===== src/rtl/fbso_defines.svh =====
// Constants shared by both ends of the fieldbus station link.
`ifndef FBSO_DEFINES_SVH
`define FBSO_DEFINES_SVH
// Clock period in nanoseconds.
`define FBSO_CLK_NS 4
// Least and longest refresh interval per station, in nanoseconds.
`define FBSO_REFRESH_MIN_NS 1100000
`define FBSO_REFRESH_MAX_NS 141000000
// Interval counts in cycles; the least rounds up, the longest down.
`define FBSO_REFRESH_MIN_CYC \
  ((`FBSO_REFRESH_MIN_NS + `FBSO_CLK_NS - 1) / `FBSO_CLK_NS)
`define FBSO_REFRESH_MAX_CYC (`FBSO_REFRESH_MAX_NS / `FBSO_CLK_NS)
// Stored occupancy setting codes.
`define FBSO_OCC_V1_LEGACY 8'h00
`define FBSO_OCC_V1_SINGLE 8'h01
`define FBSO_OCC_V2_DOUBLE 8'h0c
`define FBSO_OCC_V2_QUAD 8'h0e
`define FBSO_OCC_V2_OCT 8'h12
`define FBSO_OCC_PLC_SINGLE 8'h64
`define FBSO_OCC_PLC_DOUBLE 8'h70
`define FBSO_OCC_PLC_QUAD 8'h72
`define FBSO_OCC_PLC_OCT 8'h76
// Station number range, lowest and highest.
`define FBSO_STN_MIN 7'h01
`define FBSO_STN_MAX 7'h40
// Instruction code that clears the alarm history (arbitrary choice).
`define FBSO_INSTR_ALARM_CLEAR 8'hf4
// Master register byte offsets.
`define FBSO_REG_CTRL 8'h00
`define FBSO_REG_CMD 8'h04
`define FBSO_REG_INSTR 8'h08
`define FBSO_REG_DATA 8'h0c
`define FBSO_REG_STATUS 8'h10
`define FBSO_REG_REPLY 8'h14
`define FBSO_REG_ALLOC 8'h18
`define FBSO_REG_IRQ_STAT 8'h1c
`define FBSO_REG_IRQ_MASK 8'h20
// Command register bit positions.
`define FBSO_CMD_RAM 0
`define FBSO_CMD_NV 1
`define FBSO_CMD_INSTR 2
`define FBSO_CMD_ERR_RESET 3
// Interrupt status bit positions.
`define FBSO_IRQ_REPLY 0
`define FBSO_IRQ_ERROR 1
`define FBSO_IRQ_MISMATCH 2
// Reset value of the master allocation multiple.
`define FBSO_ALLOC_RESET 4'h1
`endif


===== src/rtl/fbso_pkg.sv =====
// Types used by the station end of the fieldbus station link.
package fbso_pkg;
  // Active occupancy layouts of the station.
  typedef enum logic [3:0] {
    occ_v1_legacy,
    occ_v1_single,
    occ_v2_double,
    occ_v2_quad,
    occ_v2_oct,
    occ_plc_single,
    occ_plc_double,
    occ_plc_quad,
    occ_plc_oct
  } fbso_occ_t;
endpackage


===== src/rtl/fbso_link_if.sv =====
// Link between the master station and the remote device station.
`timescale 1ns/1ps
interface fbso_link_if;
  logic        comm_start;   // Master has started communication.
  logic        refresh;      // One-cycle pulse: a refresh frame.
  logic        ry_ram;       // Frequency write to RAM request.
  logic        ry_nv;        // Frequency write to RAM and NV request.
  logic        ry_instr;     // Instruction execution request.
  logic        ry_err_reset; // Error reset request.
  logic [15:0] rww_instr;    // Instruction code word.
  logic [15:0] rww_data;     // Write data word.
  logic        reply_valid;  // One-cycle pulse: station answer.
  logic        rx_ram_done;  // RAM write executed in this refresh.
  logic        rx_nv_done;   // NV write executed in this refresh.
  logic        rx_instr_done;// Instruction executed in this refresh.
  logic        rx_error;     // Drive alarm active.
  logic        rx_ready;     // Station ready.
  logic [15:0] rwr_reply;    // Reply word.
  logic [3:0]  occ_mult;     // Active occupancy multiple.

  // The master drives the frame, the station the answer.
  modport master (
    output comm_start, refresh, ry_ram, ry_nv, ry_instr, ry_err_reset,
    output rww_instr, rww_data,
    input  reply_valid, rx_ram_done, rx_nv_done, rx_instr_done,
    input  rx_error, rx_ready, rwr_reply, occ_mult
  );
  modport station (
    input  comm_start, refresh, ry_ram, ry_nv, ry_instr, ry_err_reset,
    input  rww_instr, rww_data,
    output reply_valid, rx_ram_done, rx_nv_done, rx_instr_done,
    output rx_error, rx_ready, rwr_reply, occ_mult
  );
endinterface


===== src/rtl/fbso_station.sv =====
// Remote device station end: occupancy, command arbitration, resets.
//
// Strobed register access and the register addresses were decided locally.
`timescale 1ns/1ps
`include "fbso_defines.svh"

// What this block does
// Answer every refresh frame, repeated continuously.
// Master starts communication before refresh runs.
// Setting 0 legacy; 1,12,14,18 select occupancy.
// Settings 100,112,114,118 select PLC variants.
// Legacy mode executes one of three requests.
// Legacy mode: instruction upper byte is expansion.
// Master allocates the same multiple as station.
// Version 1 master cannot serve multiple occupancy.
// Occupancy change applies only after drive reset.
// Error reset resets drive only during alarm.
// Alarm clear erases past eight alarm records.
// Station number 1 to 64 sets base index.
// Mode loaded at reset; unsupported keeps previous.
module fbso_station (
  input  wire logic            clk,
  input  wire logic            rst_n,
  fbso_link_if.station         link,
  input  wire logic [7:0]      occupancy_setting,
  input  wire logic [6:0]      station_number_setting,
  input  wire logic            alarm_active,
  output fbso_pkg::fbso_occ_t  occupancy_mode,
  output logic [5:0]           station_base,
  output logic                 freq_ram_write,
  output logic                 freq_nv_write,
  output logic                 instr_exec,
  output logic [7:0]           instr_code,
  output logic [15:0]          write_data,
  output logic [7:0]           link_param_exp,
  output logic                 drive_reset,
  output logic                 alarm_history_clear
);

  // Set at reset and by every drive reset; the next cycle loads settings.
  logic                load_pending;
  // Communication has been started by the master.
  logic                started;
  // Decoded setting and its validity.
  fbso_pkg::fbso_occ_t dec_mode;
  logic                dec_valid;
  // Station number check.
  logic                stn_valid;
  // Legacy layout is active.
  wire logic           legacy;
  // Frame is accepted for execution.
  wire logic           take;
  // Requests granted in this frame.
  wire logic           grant_ram;
  wire logic           grant_nv;
  wire logic           grant_instr;
  // Error reset request that really resets the drive.
  wire logic           do_reset;
  // Multiple of the active occupancy.
  logic [3:0]          mult;

  // Decode the stored setting; anything unlisted is unsupported.
  always_comb begin
    dec_valid = 1'b1;
    case (occupancy_setting)
      `FBSO_OCC_V1_LEGACY:  dec_mode = fbso_pkg::occ_v1_legacy;
      `FBSO_OCC_V1_SINGLE:  dec_mode = fbso_pkg::occ_v1_single;
      `FBSO_OCC_V2_DOUBLE:  dec_mode = fbso_pkg::occ_v2_double;
      `FBSO_OCC_V2_QUAD:    dec_mode = fbso_pkg::occ_v2_quad;
      `FBSO_OCC_V2_OCT:     dec_mode = fbso_pkg::occ_v2_oct;
      `FBSO_OCC_PLC_SINGLE: dec_mode = fbso_pkg::occ_plc_single;
      `FBSO_OCC_PLC_DOUBLE: dec_mode = fbso_pkg::occ_plc_double;
      `FBSO_OCC_PLC_QUAD:   dec_mode = fbso_pkg::occ_plc_quad;
      `FBSO_OCC_PLC_OCT:    dec_mode = fbso_pkg::occ_plc_oct;
      default: begin
        dec_mode  = occupancy_mode;
        dec_valid = 1'b0;
      end
    endcase
  end

  // Multiple reported to the master so it can check its allocation.
  always_comb begin
    case (occupancy_mode)
      fbso_pkg::occ_v2_double,
      fbso_pkg::occ_plc_double: mult = 4'h2;
      fbso_pkg::occ_v2_quad,
      fbso_pkg::occ_plc_quad:   mult = 4'h4;
      fbso_pkg::occ_v2_oct,
      fbso_pkg::occ_plc_oct:    mult = 4'h8;
      default:                  mult = 4'h1;
    endcase
  end

  // Station numbers outside 1 to 64 are not taken.
  assign stn_valid = (station_number_setting >= `FBSO_STN_MIN) &&
                     (station_number_setting <= `FBSO_STN_MAX);

  assign legacy = (occupancy_mode == fbso_pkg::occ_v1_legacy);

  // Frames before the start command are ignored.
  assign take = link.refresh && (started || link.comm_start);

  // Legacy layout: a fixed priority leaves only one request standing.
  assign grant_ram   = take && link.ry_ram;
  assign grant_nv    = take && link.ry_nv &&
                       !(legacy && link.ry_ram);
  assign grant_instr = take && link.ry_instr &&
                       !(legacy && (link.ry_ram || link.ry_nv));

  // Error reset only counts while the drive is in alarm.
  assign do_reset = take && link.ry_err_reset && alarm_active;

  // Load the settings one cycle after each reset, never under it.
  // Catching the straps by a clocked process keeps the asynchronous
  // reset constant-only.
  always_ff @(posedge clk or negedge rst_n) begin
    if (!rst_n) begin
      load_pending <= 1'b1;
    end else begin
      load_pending <= do_reset;
    end
  end

  // Active occupancy changes only on a load; later edits wait.
  always_ff @(posedge clk or negedge rst_n) begin
    if (!rst_n) begin
      occupancy_mode <= fbso_pkg::occ_v1_legacy;
    end else if (load_pending && dec_valid) begin
      occupancy_mode <= dec_mode;
    end
  end

  // Base index follows the station number; a bad number keeps the old.
  always_ff @(posedge clk or negedge rst_n) begin
    if (!rst_n) begin
      station_base <= 6'h00;
    end else if (load_pending && stn_valid) begin
      station_base <= 6'(station_number_setting - `FBSO_STN_MIN);
    end
  end

  // Remember the start command; a drive reset keeps communication up.
  always_ff @(posedge clk or negedge rst_n) begin
    if (!rst_n) begin
      started <= 1'b0;
    end else if (link.comm_start) begin
      started <= 1'b1;
    end
  end

  // Drive-side command pulses, one cycle each per granted request.
  always_ff @(posedge clk or negedge rst_n) begin
    if (!rst_n) begin
      freq_ram_write <= 1'b0;
      freq_nv_write  <= 1'b0;
      instr_exec     <= 1'b0;
    end else begin
      freq_ram_write <= grant_ram;
      freq_nv_write  <= grant_nv;
      instr_exec     <= grant_instr;
    end
  end

  // Instruction and data words are latched only for executed commands.
  always_ff @(posedge clk or negedge rst_n) begin
    if (!rst_n) begin
      instr_code <= 8'h00;
      write_data <= 16'h0000;
    end else if (grant_instr || grant_ram || grant_nv) begin
      instr_code <= link.rww_instr[7:0];
      write_data <= link.rww_data;
    end
  end

  // In the legacy layout the upper byte carries the expansion setting;
  // other layouts leave it untouched.
  always_ff @(posedge clk or negedge rst_n) begin
    if (!rst_n) begin
      link_param_exp <= 8'h00;
    end else if (take && legacy) begin
      link_param_exp <= link.rww_instr[15:8];
    end
  end

  // Reset and history clear pulses toward the drive.
  always_ff @(posedge clk or negedge rst_n) begin
    if (!rst_n) begin
      drive_reset         <= 1'b0;
      alarm_history_clear <= 1'b0;
    end else begin
      drive_reset         <= do_reset;
      alarm_history_clear <= grant_instr &&
        (link.rww_instr[7:0] == `FBSO_INSTR_ALARM_CLEAR);
    end
  end

  // Answer each accepted frame in the next cycle.
  always_ff @(posedge clk or negedge rst_n) begin
    if (!rst_n) begin
      link.reply_valid   <= 1'b0;
      link.rx_ram_done   <= 1'b0;
      link.rx_nv_done    <= 1'b0;
      link.rx_instr_done <= 1'b0;
    end else begin
      link.reply_valid   <= take;
      link.rx_ram_done   <= grant_ram;
      link.rx_nv_done    <= grant_nv;
      link.rx_instr_done <= grant_instr;
    end
  end

  // Status words: the reply echoes the executed instruction code.
  always_ff @(posedge clk or negedge rst_n) begin
    if (!rst_n) begin
      link.rx_error  <= 1'b0;
      link.rx_ready  <= 1'b0;
      link.rwr_reply <= 16'h0000;
      link.occ_mult  <= 4'h1;
    end else begin
      link.rx_error <= alarm_active;
      link.rx_ready <= (started || link.comm_start) && !alarm_active;
      link.occ_mult <= mult;
      if (grant_instr) begin
        link.rwr_reply <= {8'h00, link.rww_instr[7:0]};
      end
    end
  end

endmodule


===== src/flat_wrapper.sv =====
// flat-port wrapper written by rule: the top's interface ports become plain ports
module fbso_station_flat 
  (clk, rst_n, occupancy_setting, station_number_setting, alarm_active, occupancy_mode, station_base, freq_ram_write, freq_nv_write, instr_exec, instr_code, write_data, link_param_exp, drive_reset, alarm_history_clear, link_comm_start, link_refresh, link_ry_ram, link_ry_nv, link_ry_instr, link_ry_err_reset, link_rww_instr, link_rww_data, link_reply_valid, link_rx_ram_done, link_rx_nv_done, link_rx_instr_done, link_rx_error, link_rx_ready, link_rwr_reply, link_occ_mult);
  fbso_link_if link_i ();
  input  wire logic clk;
  input  wire logic rst_n;
  input  wire logic [7:0] occupancy_setting;
  input  wire logic [6:0] station_number_setting;
  input  wire logic alarm_active;
  output fbso_pkg::fbso_occ_t occupancy_mode;
  output logic [5:0] station_base;
  output logic freq_ram_write;
  output logic freq_nv_write;
  output logic instr_exec;
  output logic [7:0] instr_code;
  output logic [15:0] write_data;
  output logic [7:0] link_param_exp;
  output logic drive_reset;
  output logic alarm_history_clear;
  input wire logic [$bits(link_i.comm_start)-1:0] link_comm_start;
  input wire logic [$bits(link_i.refresh)-1:0] link_refresh;
  input wire logic [$bits(link_i.ry_ram)-1:0] link_ry_ram;
  input wire logic [$bits(link_i.ry_nv)-1:0] link_ry_nv;
  input wire logic [$bits(link_i.ry_instr)-1:0] link_ry_instr;
  input wire logic [$bits(link_i.ry_err_reset)-1:0] link_ry_err_reset;
  input wire logic [$bits(link_i.rww_instr)-1:0] link_rww_instr;
  input wire logic [$bits(link_i.rww_data)-1:0] link_rww_data;
  output wire logic [$bits(link_i.reply_valid)-1:0] link_reply_valid;
  output wire logic [$bits(link_i.rx_ram_done)-1:0] link_rx_ram_done;
  output wire logic [$bits(link_i.rx_nv_done)-1:0] link_rx_nv_done;
  output wire logic [$bits(link_i.rx_instr_done)-1:0] link_rx_instr_done;
  output wire logic [$bits(link_i.rx_error)-1:0] link_rx_error;
  output wire logic [$bits(link_i.rx_ready)-1:0] link_rx_ready;
  output wire logic [$bits(link_i.rwr_reply)-1:0] link_rwr_reply;
  output wire logic [$bits(link_i.occ_mult)-1:0] link_occ_mult;
  assign link_i.comm_start = link_comm_start;
  assign link_i.refresh = link_refresh;
  assign link_i.ry_ram = link_ry_ram;
  assign link_i.ry_nv = link_ry_nv;
  assign link_i.ry_instr = link_ry_instr;
  assign link_i.ry_err_reset = link_ry_err_reset;
  assign link_i.rww_instr = link_rww_instr;
  assign link_i.rww_data = link_rww_data;
  assign link_reply_valid = link_i.reply_valid;
  assign link_rx_ram_done = link_i.rx_ram_done;
  assign link_rx_nv_done = link_i.rx_nv_done;
  assign link_rx_instr_done = link_i.rx_instr_done;
  assign link_rx_error = link_i.rx_error;
  assign link_rx_ready = link_i.rx_ready;
  assign link_rwr_reply = link_i.rwr_reply;
  assign link_occ_mult = link_i.occ_mult;
  fbso_station u_core (.clk(clk), .rst_n(rst_n), .link(link_i), .occupancy_setting(occupancy_setting), .station_number_setting(station_number_setting), .alarm_active(alarm_active), .occupancy_mode(occupancy_mode), .station_base(station_base), .freq_ram_write(freq_ram_write), .freq_nv_write(freq_nv_write), .instr_exec(instr_exec), .instr_code(instr_code), .write_data(write_data), .link_param_exp(link_param_exp), .drive_reset(drive_reset), .alarm_history_clear(alarm_history_clear));
endmodule

===== config.mk =====
export PLATFORM = sky130hd
export DESIGN_NAME = fbso_station_flat
export DESIGN_NICKNAME = d
export VERILOG_FILES = /design/src/rtl/fbso_pkg.sv /design/src/rtl/fbso_link_if.sv /design/src/rtl/fbso_station.sv /design/src/flat_wrapper.sv
export VERILOG_INCLUDE_DIRS = /design/src /design/src/rtl
export SDC_FILE = /design/constraint.sdc
export NUM_CORES = 1
export LEC_CHECK = 0
export CORE_UTILIZATION = 55
export CTS_CLUSTER_DIAMETER = 80
export DETAILED_ROUTE_END_ITERATION = 12
export DONT_BUFFER_PORTS = 1
export PLACE_DENSITY = 0.7
export SYNTH_ARGS = -nofsm -noshare
export SYNTH_HDL_FRONTEND = slang
export SYNTH_SLANG_ARGS = --single-unit
export TNS_END_PERCENT = 100

===== constraint.sdc =====
create_clock -name clk -period 4.8 [get_ports clk]
set_input_delay 0.96 -clock clk [delete_from_list [all_inputs] [get_ports clk]]
set_output_delay 0.96 -clock clk [all_outputs]
set_load 0.02 [all_outputs]

======== Word level (Yosys, flattened, before mapping) ========
Cells that the tools add are included.
storage, ports and cells
  flip-flop bits (word level) ............. 64
  bits of input ports ..................... 56
  output and inout port bits .............. 73
  logic and storage cells ................. 69
cells by class
  add/subtract/negate cells ............... 1
  magnitude comparators ................... 2
  equal/unequal tests ..................... 15
  mux-type cells .......................... 3
  reduce and logical (&&, ||, !) cells .... 31
operators by type and width
  cell                                                    number
  case mux 4 bit (9 select lines)                         1
  == test 8 x 7 -> 1 bit (second input constant)          4
  == test 8 x 4 -> 1 bit (second input constant)          2
  logical AND 1 bit                                       16
  == test 4 x 3 -> 1 bit (second input constant)          3
  case mux 4 bit (3 select lines)                         1
  nonzero test 9 bit                                      1
  OR reduction 9 bit                                      1
  == test 4 x 2 -> 1 bit (second input constant)          2
  == test 8 x 1 -> 1 bit (second input constant)          1
  == test 8 x 5 -> 1 bit (second input constant)          1
  == test 8 bit (second input constant)                   1
  zero test 8 bit                                         1
  >= comparator 7 x 1 -> 1 bit (second input constant)    1
  less-or-equal comparator 7 bit (second input constant)  1
  OR reduction 2 bit                                      3
  subtractor 6 x 1 -> 6 bit (second input constant)       1
  == test 4 bit (second input constant)                   1
  zero test 4 bit                                         1
  logical OR 1 bit                                        4
  zero test 1 bit                                         3
  AND reduction 2 bit                                     1
  2-to-1 mux 1 bit                                        1

======== Depth between registers and ports, before layout ========
Gate-level depths: netlist of run 1.
  depth in word-level cells ............... 6
  gate-level depth with buffers ........... 7
  gate-level depth less buffers ........... 6

======== Least setup slack after synthesis of run 1 ========
No wires, ideal clock.
  path type ............................... input port to flip-flop
  start ................................... in station_number_setting[1]
  end ..................................... reg u_core.station_base[0]
  setup time .............................. 125 ps
  data arrival time ....................... 2,243 ps
  required time ........................... 4,675 ps
  path slack .............................. 2,433 ps
  stages on the path ...................... 6
  buffers on the path ..................... 0
  path through ............................ inv_1 -> ha_1 -> or4b_1 -> o21ai_2 -> nand3_2 -> mux2_2
between the ends
  longest elaborated chain between the ends .. 3
  elaborated cells on any way between the ends .. 4
  classes of those cells .................. 2 x order compare; 2 x reduce/logical
ends and longest elaborated chain
  element                                                                                          RTL line             RTL
  from (decl)                                                                                      flat_wrapper.sv:8    input wire logic [6:0] station_number_setting;
  >= comparator 7 x 1 -> 1 bit (no source line) or less-or-equal comparator 7 bit (tied branches)  -
  logical AND 1 bit *                                                                              fbso_station.sv:96   assign stn_valid = (station_number_setting >= `FBSO_STN_MIN) &&
  logical AND 1 bit *                                                                              fbso_station.sv:138  end else if (load_pending && stn_valid) begin
  to (signal assigned)                                                                             fbso_station.sv:139  station_base <= 6'(station_number_setting - `FBSO_STN_MIN);
  to (decl)                                                                                        fbso_station.sv:29   output logic [5:0] station_base,
Mark *: on every way between the ends. The rest lies on a longest branch, timed or not.
A chain may end at the register's enable or synchronous reset.

======== Worst setup path in the final report of run 1 ========
  start ................................... in link_comm_start
  end ..................................... reg u_core.instr_code[4]
between the ends
  longest elaborated chain between the ends .. 6
  elaborated cells on any way between the ends .. 9
  classes of those cells .................. 9 x reduce/logical
ends and longest elaborated chain
  element                          RTL line             RTL
  from (decl)                      flat_wrapper.sv:20   input wire logic [$bits(link_i.comm_start)-1:0] link_comm_start;
  logical OR 1 bit *               fbso_station.sv:102  assign take = link.refresh && (started || link.comm_start);
  logical AND 1 bit *              fbso_station.sv:102
  logical AND 1 bit (2 in series)  fbso_station.sv:108  assign grant_instr = take && link.ry_instr &&
  logical OR 1 bit                 fbso_station.sv:170  end else if (grant_instr || grant_ram || grant_nv) begin
  logical OR 1 bit *               fbso_station.sv:170
  to (signal assigned)             fbso_station.sv:171  instr_code <= link.rww_instr[7:0];
  to (decl)                        fbso_station.sv:33   output logic [7:0] instr_code,
Marked as above.

==> qor.txt, run 1 <==
Outcome = completed
Hold_buf cts = 0
Routed wl met2 = 2640 µm
TritonCTS Buffers = 9
Final ANT Viol Nets = 0
Worst min path class = in2async
P&R area growth vs syn = 5.79%
Setup_tns = 0 ns
CTS Buffer Depth = 2
RePlAce Congestion = 0.819
Final-report hold violation count = 0
Top cells by area, synth = dfrtp_1 56%, mux2_2 17%, buf_4 3.0%
Post-Syn Area = 2790 µm²
Placement Rows = 25
Post-synth EDFFs = 0
R2r worst-path depth = 4
Tmin final = 2.42 ns
Reg-to-Reg End = u_core.instr_code[4]$_DFFE_PN0P_
Mapped Cells = 206
Netlist cell types = 45
Initial core utilization = 58.2%
Final setup fails = 0
RSZ-0062 raised after global routing = false
Synth Register Bits = 64
Post-CTS Setup Inserts = 0
Yosys top cell by area = dfrtp_1
Proportion of layout cells with a drive suffix above 1 = 31.6%
DPL Wire Length = 3760 µm
Worst setup EP type = flip-flop
Critical Path AT = 2.63 ns
I/O pin cnt = 129
Fmax = 0.413 GHz
Worst slew pin tran = 1.12 ns
Vias per Instance = 5.84
DR DRC count = 0
Sequential share of the synthesized area = 57.5%
Power Total = 1.29 mW
Vias in the first global route = 1729
Core area = 4790 µm²
Routed wire length = 5050 µm
Vias = 1629
Initial antenna violation count = 0
Worst Path Max Fanout = 24
Grt total ovfl = 0
H-tree levels = 3
Max-slew violation count = 0
Overall routing resource usage = 19.6%
Register area = 1600 µm²
Area of the multi-input gates = 1050 µm²
Mean post-synth cell area = 13.5 µm²
LEAKAGE = 1.25 nW
Clk Latency, worst-skew pair = 0.33 ns
Flop-to-flop setup slack = 2.66 ns
Post-DP Area = 2760 µm²
Async set or reset register ratio after synthesis = 100%
Reg2reg start = u_core.started$_DFFE_PN0P_
Relative max-transition margin = 25.4%
Power per Cell Area = 439 nW/µm²
Die width = 73.2 µm
Filler cells = 380
Total of max-cap violations = 0
WS Path Type = in2reg
Largest net degree at the start of global routing = 65
DR iter-0 viols = 100
Clock transition at path regs = 0.07 ns
Met3 Wirelength = 515 µm
Synth Warn # = 0
Clk sink count = 64
Clock Skews = 0.00766 ns
Worst path slowest cell = o31a_1
VDD IR-drop max = 0.306 mV
Input/output buffers = 0
CTS resizes = 0
Crit-path cells = or2_4, and2_1, o31a_1, mux2_2
Uppermost layer routed = met4
Root buffer cell = clkbuf_8
Worst path max stage delay = 0.91 ns
Post-synth top flop = dfrtp_1
Router iterations before antenna repair = 4
First-pass GRT wire length = 7780 µm
Ant diodes = 0
Design Area, Final = 2950 µm²
CP Launch Type = input pin
DIE AREA = 5360 µm²
Post-synth top area share = 55.7%
WP data required = 5.01 ns
M1 wire length = 1780 µm
WL per Instance = 18.1 µm
Final period utilization = 50.5%
Nets = 265
CTS tree = yes
Die Ht = 73.2 µm
## logic make-up (layout without fill, tap and decap cells)
kind of cell    after synthesis  in the layout  synth area share (%)
compound gates               16             16                  4.17
xor+xnor                      4              4                  1.26
fa+ha+maj                     2              2                 0.898
buf+inv                      23             22                  5.70
flops                        64             64                  57.5
mux                          47             47                  18.9
other cells                   1              8                 0.135
simple gates                 49             49                  11.4
## placed cells by master (no fill, tap or decap), types with 3 or more instances in the layout
cell and instances:
a21oi_1 4, and3_1 5, clkbuf_8 9, clkinv_2 3, conb_1 8, dfrtp_1 62, inv_1 6, mux2_2 43
mux2i_1 3, nand2_1 9, nand3_1 3, nor2_1 3, nor3_1 4, nor3b_1 3, nor4_1 4, o21ai_0 3
## sequential cells by signal, summed over array words and instances, names as in the netlist, 4 cells and up
| register | cells |
|---|---|
| u_core.link.occ_mult | 4 |
| u_core.link.rwr_reply | 8 |
| u_core.write_data | 16 |
| u_core.link_param_exp | 8 |
| u_core.occupancy_mode | 4 |
| u_core.station_base | 6 |
| u_core.instr_code | 8 |
## final cells by class
cell class | count | share of cell area, %
Clock buffer | 10 | 4.33
Tap cell | 67 | 2.84
Clock inverter | 6 | 2.04
Sequential cell | 64 | 54.4
Multi-Input combinational cell | 126 | 35.6
Inverter | 6 | 0.764
## Yosys cell counts, types with 3 or more instances
| library cell | count |
|---|---|
| nand3_1 | 3 |
| nor3_1 | 4 |
| buf_6 | 4 |
| buf_4 | 11 |
| nor3b_1 | 3 |
| inv_1 | 6 |
| nor2_1 | 3 |
| a21oi_1 | 4 |
| mux2_2 | 43 |
| nand2_1 | 9 |
| o21ai_0 | 3 |
| dfrtp_1 | 62 |
| and3_1 | 5 |
| mux2i_1 | 3 |
| nor4_1 | 4 |
## per-stage QoR
step / cells / utilization [%] / setup WS, ns / hold slack, ns
after global routing: 279 / 61.6 / 2.21 / 0.295
after floorplan: 213 / - / 2.43 / 0.442
after global placement: 263 / 57.7 / 2.13 / 0.461
after detailed placement: 263 / 57.7 / 2.02 / 0.469
after CTS: 279 / 61.6 / 2.38 / 0.302
final: 279 / 61.6 / 2.38 / 0.315
## routing by layer
layer / vias to the layer above / track usage (%)
met1: 815 / 19.8
met2: 82 / 34.2
met5: - / 0
li1: 721 / -
met4: 0 / 10.7
met3: 11 / 8.01
## how the worst max path moves through the flow
stage / startpoint / depth (start not counted) / endpoint / slack (ns)
floorplan: station_number_setting[1] / 6 / u_core.station_base[0]$_DFFE_PN0P_ / 2.43
global placement: link_comm_start / 4 / u_core.write_data[10]$_DFFE_PN0P_ / 2.13
detailed placement: link_comm_start / 4 / u_core.write_data[13]$_DFFE_PN0P_ / 2.02
CTS: link_comm_start / 4 / u_core.write_data[13]$_DFFE_PN0P_ / 2.38
global route: link_comm_start / 4 / u_core.instr_code[0]$_DFFE_PN0P_ / 2.21
finish: link_comm_start / 4 / u_core.instr_code[4]$_DFFE_PN0P_ / 2.38
## power by group
group	leakage (nW)	switching [mW]	internal, mW
Clock	0.0920	0.197	0.237
Combinational	0.392	0.0413	0.0654
Sequential	0.771	0.142	0.611
## worst max-delay path, delay by kind of cell
| kind | cells | cell delay, ns |
|---|---|---|
| simple gates | 2 | 0.33 |
| compound gates | 1 | 0.91 |
| mux | 1 | 0.42 |
(Power assumes the default switching activity.)
==> run 2: changes to the inputs <==
--- a/config.mk
+++ b/config.mk
@@ -6,11 +6,12 @@
 export SDC_FILE = /design/constraint.sdc
 export NUM_CORES = 1
 export LEC_CHECK = 0
+export ABC_AREA = 1
 export CORE_UTILIZATION = 55
 export CTS_CLUSTER_DIAMETER = 80
 export DETAILED_ROUTE_END_ITERATION = 12
 export DONT_BUFFER_PORTS = 1
-export PLACE_DENSITY = 0.7
+export PLACE_DENSITY = 0.73
 export SYNTH_ARGS = -nofsm -noshare
 export SYNTH_HDL_FRONTEND = slang
 export SYNTH_SLANG_ARGS = --single-unit
==> constraint.sdc (replaced) <==
create_clock -name clk -period 2 [get_ports clk]
set_input_delay 0.4 -clock clk [delete_from_list [all_inputs] [get_ports clk]]
set_output_delay 0.4 -clock clk [all_outputs]
set_load 0.02 [all_outputs]
==> qor.txt, run 2 <==
Input/output buffers = 0 (unchanged)
Most common cell after layout, fill and taps aside = dfrtp_1
Worst hold start = alarm_active
WS Path Type = reg2reg
Clk Latency, worst-skew pair = 0.33 ns (about the same)
Reg2reg start = u_core.started$_DFFE_PN0P_
Crit path top cell by count = nand2_2
Crit path launch = u_core.started$_DFFE_PN0P_
Vias = 1840 (+13%)
Top-count cell post-synth = dfrtp_1
Initial antenna violation count = 0 (unchanged)
RePlAce Congestion = 0.816 (-0.34%)
Worst setup EP type = flip-flop
Crit-path cells = inv_1, nand2_2, nand2_2, clkinv_4, o31ai_4, buf_12, mux2_4
Setup_tns = 0 ns (unchanged)
WL per Instance = 14.8 µm (-19%)
RSZ-0062 raised after global routing = false
Top cells by area, synth = dfrtp_1 53%, mux2_4 8.8%, nand2_1 7.5%
Critical Path AT = 1.85 ns (-0.78 ns)
Post-synth top area share = 53.4% (-2.3 points)
I/O pin cnt = 129 (unchanged)
Sequential share of the synthesized area = 55.2% (-2.4 points)
Final ANT Viol Nets = 0 (unchanged)
Max-slew violation count = 0 (unchanged)
Met3 Wirelength = 630 µm (+22%)
Netlist cell types = 29 (-36%)
DIE AREA = 5580 µm² (+4.2%)
Hold Path Depth = 0
Filler cells = 418 (+10%)
H-tree levels = 3 (unchanged)
Clock transition at path regs = 0.07 ns (about the same)
Power Total = 3.12 mW (+140%)
Worst path slowest cell = dfrtp_1
Worst Path Max Fanout = 21 (-13%)
Core area = 5110 µm² (+6.7%)
WP data required = 2.21 ns (-2.80 ns)
Worst slew pin tran = 0.976 ns (-0.143 ns)
Clk sink count = 64 (unchanged)
Router iterations before antenna repair = 4 (unchanged)
Max FFs per register = 16 (unchanged)
Vias in the first global route = 1703 (-1.5%)
Tmin final = 1.64 ns
Routed wl met2 = 2530 µm (-4.2%)
Outcome = completed
Post-Syn Area = 2910 µm² (+4.3%)
Largest register by flop count = u_core.write_data
Synth Register Bits = 64 (unchanged)
WP buf/inv = 3 (+3)
Vias per Instance = 5.14 (-12%)
Initial core utilization = 56.9% (-1.3 points)
Synth Warn # = 0 (unchanged)
Post-CTS Setup Inserts = 0 (unchanged)
Overall routing resource usage = 19.2% (-0.42 points)
Final period utilization = 81.9%
DPL Wire Length = 3920 µm (+4.2%)
TritonCTS Buffers = 9 (unchanged)
WP depth = 7 (+3)
Mapped Cells = 278 (+35%)
Post-synth EDFFs = 0 (unchanged)
Register area = 1600 µm² (unchanged)
P&R area growth vs syn = 6.97%
Area of the multi-input gates = 1060 µm² (+0.95%)
Die Ht = 74.7 µm (+2.1%)
Worst min path class = in2reg
DR iter-0 viols = 96 (-4.0%)
VDD IR-drop max = 0.582 mV (+90%)
Fmax = 0.611 GHz
Post-synth top cells = 62 x dfrtp_1, 58 x nand2_1, 34 x inv_1
CTS tree = yes
Final-report hold violation count = 0 (unchanged)
Power per Cell Area = 1000 nW/µm² (+130%)
Mean post-synth cell area = 10.5 µm² (-23%)
Grt total ovfl = 0 (unchanged)
DR DRC count = 0 (unchanged)
Total of max-cap violations = 0 (unchanged)
Yosys top cell by area = dfrtp_1
Post-synth top flop = dfrtp_1
M1 wire length = 2090 µm (+18%)
First-pass GRT wire length = 7730 µm (-0.71%)
Final setup fails = 0 (unchanged)
Largest net degree at the start of global routing = 65 (unchanged)
Clock Skews = 0.00726 ns (-0.000399 ns)
Nets = 341 (+29%)
Relative max-transition margin = 34.9% (+9.6 points)
Ant diodes = 0 (unchanged)
Routed wire length = 5280 µm (+4.6%)
CTS Buffer Depth = 2 (unchanged)
Die width = 74.7 µm (+2.1%)
Root buffer cell = clkbuf_8
Async set or reset register ratio after synthesis = 100% (unchanged)
CP Launch Type = flip-flop
LEAKAGE = 1.58 nW (+26%)
Proportion of layout cells with a drive suffix above 1 = 19.4% (-12 points)
R2r worst-path depth = 7 (+3)
Uppermost layer routed = met4
Most frequent cells in the layout = 62 x dfrtp_1, 58 x nand2_1, 34 x inv_1, 19 x nor2_1, 17 x mux2_4
CP delay by family, top = buffers and inverters
Worst path max stage delay = 0.36 ns (-0.55 ns)
Placement Rows = 26 (+4.0%)
-- run 2: changes by cell type in the layout (fill, tap and decap cells not counted), sizes merged, moves of 10 or more --
cell   change
nor2      +17
mux2      -19
o21ai     +21
nand2     +52
nand3     +10
inv       +28
-- run 2: final cells by class --
cell class	count	area share (%)
Sequential cell	64	51.6
Multi-Input combinational cell	170	34.1
Inverter	35	4.38
Clock buffer	10	4.10
Tap cell	70	2.82
Timing Repair Buffer	3	1.85
Clock inverter	6	1.17
-- run 2: final timing paths --
| check | slack [ns] | to |
|---|---|---|
| min in group asynchronous | 0.59 | u_core.write_data[12]$_DFFE_PN0P_ |
| worst min-delay path | 0.1 | u_core.link.rx_error$_DFF_PN0_ |
| worst max-delay path | 0.36 | u_core.write_data[8]$_DFFE_PN0P_ |
| max in group asynchronous | 1.09 | u_core.link.occ_mult[0]$_DFF_PN1_ |
| worst min register to register | 0.49 | u_core.started$_DFFE_PN0P_ |
| worst max register to register | 0.36 | u_core.write_data[8]$_DFFE_PN0P_ |
-- run 2: kinds of logic after synthesis --
group	count (synthesis)	share of synthesized area (%)
AO/OA/AOI/OAI	29	5.94
XOR/XNOR	4	1.21
adder cells (fa/ha/maj)	2	0.860
buffers and inverters	51	9.25
flip-flops	64	55.2
multiplexers	25	11.9
other	1	0.129
AND/OR/NAND/NOR	102	15.6
-- run 2: layer usage --
layer	vias up	global-route usage, %
met3	2	10.7
met2	104	31.7
li1	874	-
met5	-	0
met1	860	20.7
met4	0	6.71
-- run 2: power by group --
part | total (mW) | leakage (nW) | internal (mW) | switching, mW
Combinational | 0.368 | 0.714 | 0.181 | 0.187
Sequential | 1.84 | 0.781 | 1.48 | 0.365
Clock | 0.910 | 0.0858 | 0.442 | 0.468
Total | 3.12 | 1.58 | 2.10 | 1.02
-- run 2: repair_timing --
action                    4_1_cts  5_1_grt
resized for setup               0        0
hold buffers                    2        0
hold endpoints to repair       64        0
-- run 2: through the flow --
| step | utilization [%] | hold WS, ns | setup slack, ns | std cells | cell area, µm² |
|---|---|---|---|---|---|
| after global placement | 57.0 | 0.105 | 0.141 | 340 | 2910 |
| after detailed placement | 57.0 | 0.106 | 0.0813 | 340 | 2910 |
| after floorplan | - | 0.104 | 0.598 | 285 | 2930 |
| after CTS | 60.9 | 0.0815 | 0.339 | 358 | 3110 |
| after global routing | 60.9 | 0.0752 | 0.234 | 358 | 3110 |
| final | 60.9 | 0.0992 | 0.362 | 358 | 3110 |
